==> config.mk <==
export PLATFORM = sky130hd
export DESIGN_NAME = dacsc_top
export DESIGN_NICKNAME = d
export VERILOG_FILES = /design/src/hw/dacsc_pkg.sv /design/src/hw/dacsc_seg_decode.sv /design/src/hw/dacsc_top.sv
export SDC_FILE = /design/constraint.sdc
export NUM_CORES = 1
export LEC_CHECK = 0
export BUFFER_PORTS_ARGS = -buffer_cell sky130_fd_sc_hd__buf_4
export CAP_MARGIN = 20
export CORE_UTILIZATION = 35
export DETAILED_ROUTE_END_ITERATION = 10
export GPL_ROUTABILITY_DRIVEN = 0
export PLACE_DENSITY = 0.53
export SETUP_SLACK_MARGIN = 0.02
export SYNTH_ARGS = -nofsm -noshare
export SYNTH_HDL_FRONTEND = slang
export SYNTH_SLANG_ARGS = --single-unit
==> constraint.sdc <==
create_clock -name clock_i -period 5.5 [get_ports clock_i]
set_input_delay 1.375 -clock clock_i [delete_from_list [all_inputs] [get_ports clock_i]]
set_output_delay 1.375 -clock clock_i [all_outputs]
set_load 0.02 [all_outputs]
==> src/hw/dacsc_pkg.sv <==
// Shared constants and types for the converter control block
package dacsc_pkg;
	localparam int          DACSC_NREGS          = 32;
	localparam logic [4:0]  DACSC_ADDR_SETUP     = 5'h00;
	localparam logic [4:0]  DACSC_ADDR_I_OFS     = 5'h08;
	localparam logic [4:0]  DACSC_ADDR_Q_OFS     = 5'h0c;
	localparam logic [4:0]  DACSC_ADDR_REF_MODE  = 5'h0d;
	localparam logic [7:0]  DACSC_REG_DEFAULT    = 8'h00;
	localparam int          DACSC_BIT_BIDIR      = 7;
	localparam int          DACSC_BIT_LSB_FIRST  = 6;
	localparam int          DACSC_BIT_SOFT_RESET = 5;
	localparam int          DACSC_MULT_MSB       = 4;
	localparam int          DACSC_MULT_LSB       = 2;
	localparam int          DACSC_BIT_LOCK       = 1;
	localparam int          DACSC_BIT_OFS_STEER  = 7;
	localparam int          DACSC_BIT_REF_SINGLE = 0;
	localparam int          DACSC_INSTR_RW       = 7;
	localparam int          DACSC_INSTR_N_MSB    = 6;
	localparam int          DACSC_INSTR_N_LSB    = 5;
	localparam logic [3:0]  DACSC_RECOVER_MID    = 4'h9;
	localparam logic [7:0]  DACSC_SETTLE_MCLK    = 8'hc8;
	localparam int          DACSC_CODE_BITS      = 14;
	localparam int          DACSC_TOP_BITS       = 5;
	localparam int          DACSC_MID_BITS       = 4;
	localparam int          DACSC_LOW_BITS       = 5;
	localparam int          DACSC_TOP_ELEMS      = 31;
	localparam int          DACSC_MID_ELEMS      = 15;
	localparam int          DACSC_ELEMS          = 51;

	typedef enum logic [1:0] {
		DACSC_INSTR,
		DACSC_DATA,
		DACSC_DONE
	} dacsc_phase_t;
endpackage

==> src/hw/dacsc_seg_decode.sv <==
// Segmented current-source steering decoder for one converter channel
`timescale 1ns/1ps
module dacsc_seg_decode
	import dacsc_pkg::*;
#(
	parameter int TOP_BITS = DACSC_TOP_BITS,
	parameter int MID_BITS = DACSC_MID_BITS,
	parameter int LOW_BITS = DACSC_LOW_BITS
) (
	input  wire logic                                  clock_i,
	input  wire logic                                  rst_n_i,
	input  wire logic [TOP_BITS+MID_BITS+LOW_BITS-1:0] code_i,
	output logic      [(2**TOP_BITS)+(2**MID_BITS)+LOW_BITS-3:0] steer_o
);
	localparam int NTOP = (2**TOP_BITS) - 1;
	localparam int NMID = (2**MID_BITS) - 1;
	localparam int NALL = NTOP + NMID + LOW_BITS;

	logic [TOP_BITS-1:0] top_s;
	logic [MID_BITS-1:0] mid_s;
	logic [NALL-1:0]     steer_nxt;

	assign top_s = code_i[TOP_BITS+MID_BITS+LOW_BITS-1:MID_BITS+LOW_BITS];
	assign mid_s = code_i[MID_BITS+LOW_BITS-1:LOW_BITS];

	// High: element to primary output, low: to complementary output
	for (genvar k = 0; k < NTOP; k++) begin : g_top
		assign steer_nxt[LOW_BITS+NMID+k] = (int'(top_s) > k);
	end
	for (genvar k = 0; k < NMID; k++) begin : g_mid
		assign steer_nxt[LOW_BITS+k] = (int'(mid_s) > k);
	end
	assign steer_nxt[LOW_BITS-1:0] = code_i[LOW_BITS-1:0];

	always_ff @(posedge clock_i or negedge rst_n_i) begin
		if (!rst_n_i) begin
			steer_o <= '0;
		end else begin
			steer_o <= steer_nxt;
		end
	end
endmodule

==> src/hw/dacsc_top.sv <==
// Serial register port, setup register, offset steering and channel decoders
//
// Behaviour
// - Port setup held in setup register bits 7,6
// - New setup applies from next bit onward
// - Soft reset acts at byte end, mid-transfer
// - Soft reset defaults all but setup register
// - Mirrored pattern write restores setup, resets
// - Second write with reset low sets multiplier
// - Clock stable within 200 master cycles
// - Offset current to exactly one output
// - Bit 7 of offset registers steers offset
// - First offset in-phase, second quadrature
// - Code split 5-4-5: 31, 15, binary
// - Each element steered by input code
// - Single-resistor mode halves full-scale current
// - Setup bit 7 selects bidirectional data pin
// - Bit 6 selects LSB-first, default MSB-first
// - Select high aborts, partial byte dropped
`timescale 1ns/1ps
module dacsc_top
	import dacsc_pkg::*;
(
	input  wire logic                       clock_i,
	input  wire logic                       rst_n_i,
	input  wire logic                       spi_sclk_i,
	input  wire logic                       port_select_low_n_i,
	input  wire logic                       sdio_i,
	output logic                            sdio_o,
	output logic                            sdio_oe_o,
	output logic                            serial_data_out_pin_o,
	output logic                            serial_data_out_pin_oe_o,
	input  wire logic [DACSC_CODE_BITS-1:0] in_phase_code_i,
	input  wire logic [DACSC_CODE_BITS-1:0] quadrature_code_i,
	output logic      [DACSC_ELEMS-1:0]     in_phase_converter_steer_o,
	output logic      [DACSC_ELEMS-1:0]     quadrature_converter_steer_o,
	output logic                            in_phase_offset_primary_o,
	output logic                            in_phase_offset_comp_o,
	output logic                            quadrature_offset_primary_o,
	output logic                            quadrature_offset_comp_o,
	output logic                            single_resistor_mode_o,
	output logic [2:0]                      multiplier_setting_o,
	output logic                            system_clock_stable_o
);
	logic [2:0]         sclk_sync_r;
	logic [1:0]         csb_sync_r;
	logic [1:0]         sdi_sync_r;
	logic               sclk_rise;
	logic               sclk_fall;
	logic               csb_s;
	logic               sdi_s;

	dacsc_phase_t       phase_r,  phase_nxt;
	logic [2:0]         bitcnt_r, bitcnt_nxt;
	logic [7:0]         shift_r,  shift_nxt;
	logic [4:0]         addr_r,   addr_nxt;
	logic [1:0]         left_r,   left_nxt;
	logic               rw_r,     rw_nxt;
	logic [7:0]         tx_r,     tx_nxt;
	logic               dout_r,   dout_nxt;
	logic               sdio_oe_r, sdio_oe_nxt;
	logic               sdo_oe_r,  sdo_oe_nxt;
	logic [7:0]         regs_r   [DACSC_NREGS];
	logic [7:0]         regs_nxt [DACSC_NREGS];
	logic [7:0]         settle_r, settle_nxt;
	logic               stable_r, stable_nxt;
	logic               i_prim_r;
	logic               q_prim_r;

	logic [7:0]         byte_v;
	logic               byte_done;
	logic               wr_en;
	logic               recover_v;
	logic               mult_chg;
	logic               lsb_new;
	logic [4:0]         addr_next_v;

	// Synchronisers; select and data feed logic from their last stage, the clock from its last two stages
	always_ff @(posedge clock_i or negedge rst_n_i) begin
		if (!rst_n_i) begin
			sclk_sync_r <= '0;
			csb_sync_r  <= 2'h3;
			sdi_sync_r  <= '0;
		end else begin
			sclk_sync_r <= {sclk_sync_r[1:0], spi_sclk_i};
			csb_sync_r  <= {csb_sync_r[0], port_select_low_n_i};
			sdi_sync_r  <= {sdi_sync_r[0], sdio_i};
		end
	end

	assign sclk_rise = sclk_sync_r[1] & ~sclk_sync_r[2];
	assign sclk_fall = ~sclk_sync_r[1] & sclk_sync_r[2];
	assign csb_s     = csb_sync_r[1];
	assign sdi_s     = sdi_sync_r[1];

	function automatic logic [7:0] read_value(input logic [4:0] a, input logic [7:0] r0,
			input logic [7:0] ra, input logic stb);
		logic [7:0] v;
		v = (a == DACSC_ADDR_SETUP) ? r0 : ra;
		if (a == DACSC_ADDR_SETUP) begin
			v[DACSC_BIT_LOCK] = stb;
		end
		return v;
	endfunction

	// Serial engine and register file
	always_comb begin
		phase_nxt   = phase_r;
		bitcnt_nxt  = bitcnt_r;
		shift_nxt   = shift_r;
		addr_nxt    = addr_r;
		left_nxt    = left_r;
		rw_nxt      = rw_r;
		tx_nxt      = tx_r;
		dout_nxt    = dout_r;
		regs_nxt    = regs_r;
		wr_en       = 1'b0;
		recover_v   = 1'b0;
		mult_chg    = 1'b0;
		lsb_new     = regs_r[DACSC_ADDR_SETUP][DACSC_BIT_LSB_FIRST];
		addr_next_v = addr_r;
		if (regs_r[DACSC_ADDR_SETUP][DACSC_BIT_LSB_FIRST]) begin
			byte_v = {sdi_s, shift_r[7:1]};
		end else begin
			byte_v = {shift_r[6:0], sdi_s};
		end
		byte_done = sclk_rise && !csb_s && (bitcnt_r == 3'h7);

		if (csb_s) begin
			phase_nxt  = DACSC_INSTR;
			bitcnt_nxt = 3'h0;
		end else if (sclk_rise && phase_r != DACSC_DONE) begin
			shift_nxt  = byte_v;
			bitcnt_nxt = bitcnt_r + 3'h1;
			if (byte_done && phase_r == DACSC_INSTR) begin
				rw_nxt    = byte_v[DACSC_INSTR_RW];
				left_nxt  = byte_v[DACSC_INSTR_N_MSB:DACSC_INSTR_N_LSB];
				addr_nxt  = byte_v[4:0];
				phase_nxt = DACSC_DATA;
				tx_nxt    = read_value(byte_v[4:0], regs_r[0], regs_r[byte_v[4:0]], stable_r);
			end else if (byte_done) begin
				wr_en     = !rw_r;
				recover_v = (byte_v[7] == byte_v[0]) && (byte_v[6] == byte_v[1]) &&
					(byte_v[5:2] == DACSC_RECOVER_MID);
				if (wr_en && addr_r == DACSC_ADDR_SETUP) begin
					if (recover_v || byte_v[DACSC_BIT_SOFT_RESET]) begin
						for (int i = 1; i < DACSC_NREGS; i++) begin
							regs_nxt[i] = DACSC_REG_DEFAULT;
						end
						regs_nxt[0][DACSC_BIT_BIDIR]     = byte_v[DACSC_BIT_BIDIR];
						regs_nxt[0][DACSC_BIT_LSB_FIRST] = byte_v[DACSC_BIT_LSB_FIRST];
					end else begin
						regs_nxt[0] = byte_v;
						regs_nxt[0][DACSC_BIT_LOCK] = 1'b0;
						mult_chg = (byte_v[DACSC_MULT_MSB:DACSC_MULT_LSB] !=
							regs_r[0][DACSC_MULT_MSB:DACSC_MULT_LSB]);
					end
					lsb_new = byte_v[DACSC_BIT_LSB_FIRST];
				end else if (wr_en) begin
					regs_nxt[addr_r] = byte_v;
				end
				addr_next_v = lsb_new ? addr_r + 5'h01 : addr_r - 5'h01;
				if (left_r == 2'h0) begin
					phase_nxt = DACSC_DONE;
				end else begin
					left_nxt = left_r - 2'h1;
					addr_nxt = addr_next_v;
					tx_nxt   = read_value(addr_next_v, regs_nxt[0], regs_nxt[addr_next_v],
						stable_r);
				end
			end
		end else if (sclk_fall && phase_r == DACSC_DATA && rw_r) begin
			if (regs_r[DACSC_ADDR_SETUP][DACSC_BIT_LSB_FIRST]) begin
				dout_nxt = tx_r[bitcnt_r];
			end else begin
				dout_nxt = tx_r[3'h7 - bitcnt_r];
			end
		end
		sdio_oe_nxt = !csb_s && phase_nxt == DACSC_DATA && rw_nxt &&
			regs_nxt[0][DACSC_BIT_BIDIR];
		sdo_oe_nxt  = !csb_s && phase_nxt == DACSC_DATA && rw_nxt &&
			!regs_nxt[0][DACSC_BIT_BIDIR];
	end

	always_ff @(posedge clock_i or negedge rst_n_i) begin
		if (!rst_n_i) begin
			phase_r   <= DACSC_INSTR;
			bitcnt_r  <= '0;
			shift_r   <= '0;
			addr_r    <= '0;
			left_r    <= '0;
			rw_r      <= 1'b0;
			tx_r      <= '0;
			dout_r    <= 1'b0;
			sdio_oe_r <= 1'b0;
			sdo_oe_r  <= 1'b0;
			for (int i = 0; i < DACSC_NREGS; i++) begin
				regs_r[i] <= DACSC_REG_DEFAULT;
			end
		end else begin
			phase_r   <= phase_nxt;
			bitcnt_r  <= bitcnt_nxt;
			shift_r   <= shift_nxt;
			addr_r    <= addr_nxt;
			left_r    <= left_nxt;
			rw_r      <= rw_nxt;
			tx_r      <= tx_nxt;
			dout_r    <= dout_nxt;
			sdio_oe_r <= sdio_oe_nxt;
			sdo_oe_r  <= sdo_oe_nxt;
			regs_r    <= regs_nxt;
		end
	end

	// Frequency settling after a multiplier change
	always_comb begin
		if (mult_chg) begin
			settle_nxt = DACSC_SETTLE_MCLK - 8'h01;
		end else if (settle_r != 8'h00) begin
			settle_nxt = settle_r - 8'h01;
		end else begin
			settle_nxt = 8'h00;
		end
		stable_nxt = (settle_nxt == 8'h00);
	end

	always_ff @(posedge clock_i or negedge rst_n_i) begin
		if (!rst_n_i) begin
			settle_r <= '0;
			stable_r <= 1'b1;
		end else begin
			settle_r <= settle_nxt;
			stable_r <= stable_nxt;
		end
	end

	// Primary-side offset flags kept in flops of their own
	always_ff @(posedge clock_i or negedge rst_n_i) begin
		if (!rst_n_i) begin
			i_prim_r <= 1'b1;
			q_prim_r <= 1'b1;
		end else begin
			i_prim_r <= ~regs_nxt[DACSC_ADDR_I_OFS][DACSC_BIT_OFS_STEER];
			q_prim_r <= ~regs_nxt[DACSC_ADDR_Q_OFS][DACSC_BIT_OFS_STEER];
		end
	end

	assign sdio_o                   = dout_r;
	assign sdio_oe_o                = sdio_oe_r;
	assign serial_data_out_pin_o    = dout_r;
	assign serial_data_out_pin_oe_o = sdo_oe_r;
	assign in_phase_offset_comp_o      = regs_r[DACSC_ADDR_I_OFS][DACSC_BIT_OFS_STEER];
	assign in_phase_offset_primary_o   = i_prim_r;
	assign quadrature_offset_comp_o    = regs_r[DACSC_ADDR_Q_OFS][DACSC_BIT_OFS_STEER];
	assign quadrature_offset_primary_o = q_prim_r;
	// Set: shared reference split over both channels, half full-scale
	assign single_resistor_mode_o = regs_r[DACSC_ADDR_REF_MODE][DACSC_BIT_REF_SINGLE];
	assign multiplier_setting_o   = regs_r[DACSC_ADDR_SETUP][DACSC_MULT_MSB:DACSC_MULT_LSB];
	assign system_clock_stable_o  = stable_r;

	dacsc_seg_decode u_in_phase (
		.clock_i (clock_i),
		.rst_n_i (rst_n_i),
		.code_i  (in_phase_code_i),
		.steer_o (in_phase_converter_steer_o)
	);

	dacsc_seg_decode u_quadrature (
		.clock_i (clock_i),
		.rst_n_i (rst_n_i),
		.code_i  (quadrature_code_i),
		.steer_o (quadrature_converter_steer_o)
	);
endmodule

==> flow_summary.ini <==
[cells_and_area]
num-nets-final = 2358
num-fill-cells = 5784
cell_count_final_fillers_out = 3123
utilization = 0.416
post_route_cells_drive_above_1_share = 0.166
multiInputGateArea_um2 = 10000
register_area_um2 = 10200
area_growth_pct = 17.0
insertedDiodeCount = 0

[critical_path]
cp_max_fo = 23
critical_path.endpoint_type = flip-flop
regToRegSetupSlack_ns = 0.56
r2r_start = addr_r[3]
timing.critical_path.to = tx_r[2]
arrival_ns = 5.46
worst_setup_path_startpoint = addr_r[3]
critical-path-max-stage-delay_ns = 0.67
rr_worst_depth = 14
kind_of_launch_point_of_the_worst_setup_path = flip-flop
worst_r2r_endpoint = tx_r[2]
critical_path_slowest_stage_cell = sky130_fd_sc_hd__or4_4
setup.worst_path.class = flip-flop to flip-flop
crit_path_cell_trace = or4_4 > o21ai_1 > and2_1 > nor2_1 > a21oi_1 > ha_1 > xnor2_1 > a21o_1 > a211oi_2 > nand2_2 > a31oi_1 > o211a_1 > nand4b_1 > nor3b_2
worst-endpoint-required_ns = 6.02

[drt]
num_vias = 19200
dr.pass1.iters = 9
vias_per_cell = 6.14
dr.first_iter.drc_count = 2477
wirelength_um = 81200
route.antenna.remaining_nets = 0
post_route_drc_violation_count = 8
wire_per_inst_um = 26.0

[die]
core_um2 = 59200
io_pins = 148
die_height_um = 247
initial_core_util = 0.356
overall_die_width_um = 247
core.rowCount = 89
die_area_um2 = 61200

[cts]
tritoncts_num_sinks = 408
tritoncts = built
clk_transition_reported_paths_ns = 0.06
numCtsBuffers = 48
cts_max_level = 2
clk_path_buf_depth = 3
clkLatencyLatePin_ns = 0.61
cts_hold_buf = 0
cts_root_buf = sky130_fd_sc_hd__clkbuf_16

[global_routing]
grt_max_degree = 133
gr-usage-met3 = 0.0611
global_route.usage.met2 = 0.407
global_route.overflow_total = 0
grt_antenna_before_repair = 2
grt_pass1_wl_um = 123000
grtUsageMet1 = 0.369
grt.busiest_layer = met2
track_usage = 0.268
via_count_of_the_first_global_routing_pass = 18800

[synthesis]
synth_cell_type_count = 94
synth_nets = 2287
yosys.area.top_type = sky130_fd_sc_hd__dfrtp_1
synthArstFlopShare = 1.00
synthesis.yosys.warnings = 0
synthFlopType = sky130_fd_sc_hd__dfrtp_1
flip_flop_and_latch_count_after_synthesis = 408
syn_inst = 2247
synth.cell_area_um2 = 21100
ranking_of_synthesized_cells_by_area = sky130_fd_sc_hd__dfrtp_1 (48%), sky130_fd_sc_hd__nand2_1 (8.9%), sky130_fd_sc_hd__o21ai_0 (4.4%)
synth_enable_flop_cells = 0
yosysTopAreaCellShare = 0.479
synth.avg_cell_area_um2 = 9.37
ys_seq_area_frac = 0.485

[sta]
post-route-period-util = 0.898
setup_ws_final_ns = 0.562
final_hold_viol_count = 0
fmax_ghz = 0.203
final.min_clock_period_ns = 4.94
setup_violations_final = 0
grt_setup_unrepaired = no
max_slew.worst_pin.slew_ns = 1.27
finalSetupTns_ns = 0
slew-limit-headroom = 0.155
maxSlewViolCount = 0
finalClockSkew_ns = 0.0247

[status]
status = complete, but fails checks
violations = DRC

[placement]
dpl.hpwl_um = 54800
place_ws_ns = 0.539
buffer_ports.inserted = 147
dp_cells = 3040

[power]
combPwrFrac = 0.190
post-layout-total-power_mw = 8.17
p_int_mw = 5.62
sw_frac_of_total = 0.311
switching_power_mw = 2.54
pwr-share-seq = 0.380
cellLeakagePower_nw = 10.3
powerDensity_nw_per_um2 = 331
clockPowerShare = 0.430
peakVddDrop_mv = 0.240

[run]
number_of_maximum_capacitance_constraint_violations = 0

[worst_hold_path]
timing.hold.worst.class = flip-flop to flip-flop
worst min path at each step:
stage,start,slack [ns],endpoint,depth (start not counted)
floorplan,sclk_sync_r[0],0.33,sclk_sync_r[1],0
global placement,sclk_sync_r[0],0.34,sclk_sync_r[1],0
detailed placement,sclk_sync_r[0],0.34,sclk_sync_r[1],0
CTS,csb_sync_r[0],0.36,csb_sync_r[1],0
global route,csb_sync_r[0],0.37,csb_sync_r[1],0
finish,csb_sync_r[0],0.36,csb_sync_r[1],0
metal layers:
metal	up-vias	wire length, µm
li1	8255	-
met1	9604	33400
met2	1128	36500
met3	192	8300
met4	4	3000
met5	-	25
power by group through the flow:
stage / sequential [mW] / clock, mW / combinational (mW)
6_report: 3.11 / 3.51 / 1.55
5_1_grt: 3.11 / 3.68 / 1.61
4_1_cts: 3.11 / 3.58 / 1.51
3_5_place_dp: 3.16 / 0 / 1.50
3_3_place_gp: 3.16 / 0 / 1.50
2_1_floorplan: 3.19 / 0 / 0.814
cell type report:
class	count	share of cell area
inverter	24	0.00366
sequential	408	0.415
multi-input combinational	1629	0.407
clock inverter	20	0.0150
tap	773	0.0393
timing repair buffer	207	0.0654
clock buffer	62	0.0550
cell families after synthesis:
family	count (synthesis)	synth area share
adders and majority gates	7	0.00416
buffers and inverters	210	0.0438
and+or+nand+nor	876	0.187
DFF	408	0.485
muxes	116	0.0700
AOI/OAI and AO/OA	618	0.205
xor gates and xnor gates	12	0.00535
timing repair:
action / 4_1_cts / 5_1_grt
gates resized for setup: 0 / 1
endpoints found under the setup margin: 0 / 1
buffers inserted: 0 / 0
cell usage in the layout (no fill, tap or decap), types with 8 or more instances in the layout:
| cell type | count |
|---|---|
| sky130_fd_sc_hd__a32o_1 | 22 |
| sky130_fd_sc_hd__and2_1 | 9 |
| sky130_fd_sc_hd__clkbuf_8 | 8 |
| sky130_fd_sc_hd__o21ai_0 | 186 |
| sky130_fd_sc_hd__a311oi_1 | 42 |
| sky130_fd_sc_hd__o21bai_1 | 9 |
| sky130_fd_sc_hd__a22o_1 | 102 |
| sky130_fd_sc_hd__nor2_1 | 120 |
| sky130_fd_sc_hd__a211oi_1 | 15 |
| sky130_fd_sc_hd__a221oi_1 | 9 |
| sky130_fd_sc_hd__clkbuf_16 | 49 |
| sky130_fd_sc_hd__a21boi_0 | 8 |
| sky130_fd_sc_hd__o211ai_1 | 15 |
| sky130_fd_sc_hd__inv_1 | 23 |
| sky130_fd_sc_hd__bufinv_16 | 9 |
| sky130_fd_sc_hd__nand2b_1 | 10 |
| sky130_fd_sc_hd__mux4_2 | 22 |
| sky130_fd_sc_hd__nand3_1 | 99 |
| sky130_fd_sc_hd__nand2_1 | 496 |
| sky130_fd_sc_hd__mux2_2 | 26 |
| sky130_fd_sc_hd__a21oi_1 | 63 |
| sky130_fd_sc_hd__a31oi_1 | 28 |
| sky130_fd_sc_hd__dfrtp_1 | 402 |
| sky130_fd_sc_hd__nor3_1 | 28 |
| sky130_fd_sc_hd__nor2b_1 | 12 |
| sky130_fd_sc_hd__o21ai_1 | 22 |
| sky130_fd_sc_hd__buf_4 | 202 |
| sky130_fd_sc_hd__and3_1 | 35 |
| sky130_fd_sc_hd__o31ai_1 | 9 |
| sky130_fd_sc_hd__mux2i_1 | 59 |
state kept, by name, indices dropped and copies added, names as in the netlist, 2 cells and up:
name	count
u_quadrature.steer_o	51
sclk_sync_r	3
addr_r	5
phase_r	2
left_r	2
bitcnt_r	3
u_in_phase.steer_o	51
shift_r	8
tx_r	8
multiplier_setting_o	3
regs_r	250
settle_r	8
csb_sync_r	2
sdi_sync_r	2
stage by stage:
step	hold slack, ns	area (µm²)
CTS	0.365	24600
detailed placement	0.344	22900
floorplan	0.331	21100
finish	0.365	24600
global route	0.365	24600
global placement	0.343	22900
Yosys cell counts, types with 28 or more instances:
| library cell | number |
|---|---|
| sky130_fd_sc_hd__nand2_1 | 497 |
| sky130_fd_sc_hd__dfrtp_1 | 403 |
| sky130_fd_sc_hd__o21ai_0 | 186 |
| sky130_fd_sc_hd__nor2_1 | 120 |
| sky130_fd_sc_hd__clkbuf_1 | 105 |
| sky130_fd_sc_hd__a22o_1 | 102 |
| sky130_fd_sc_hd__nand3_1 | 100 |
| sky130_fd_sc_hd__mux2i_1 | 66 |
| sky130_fd_sc_hd__a21oi_1 | 63 |
| sky130_fd_sc_hd__buf_2 | 48 |
| sky130_fd_sc_hd__a311oi_1 | 42 |
| sky130_fd_sc_hd__and3_1 | 35 |
| sky130_fd_sc_hd__nor3_1 | 29 |
| sky130_fd_sc_hd__a31oi_1 | 28 |
critical path: cells and delay by family (launching register included):
kind,cells,cell delay [ns]
flip-flops,1,0.63
adder cells (fa/ha/maj),1,0.43
XOR/XNOR,1,0.11
AND/OR/NAND/NOR,6,1.62
AO/OA/AOI/OAI,6,2.07
Power figures use the tool's default switching activity.
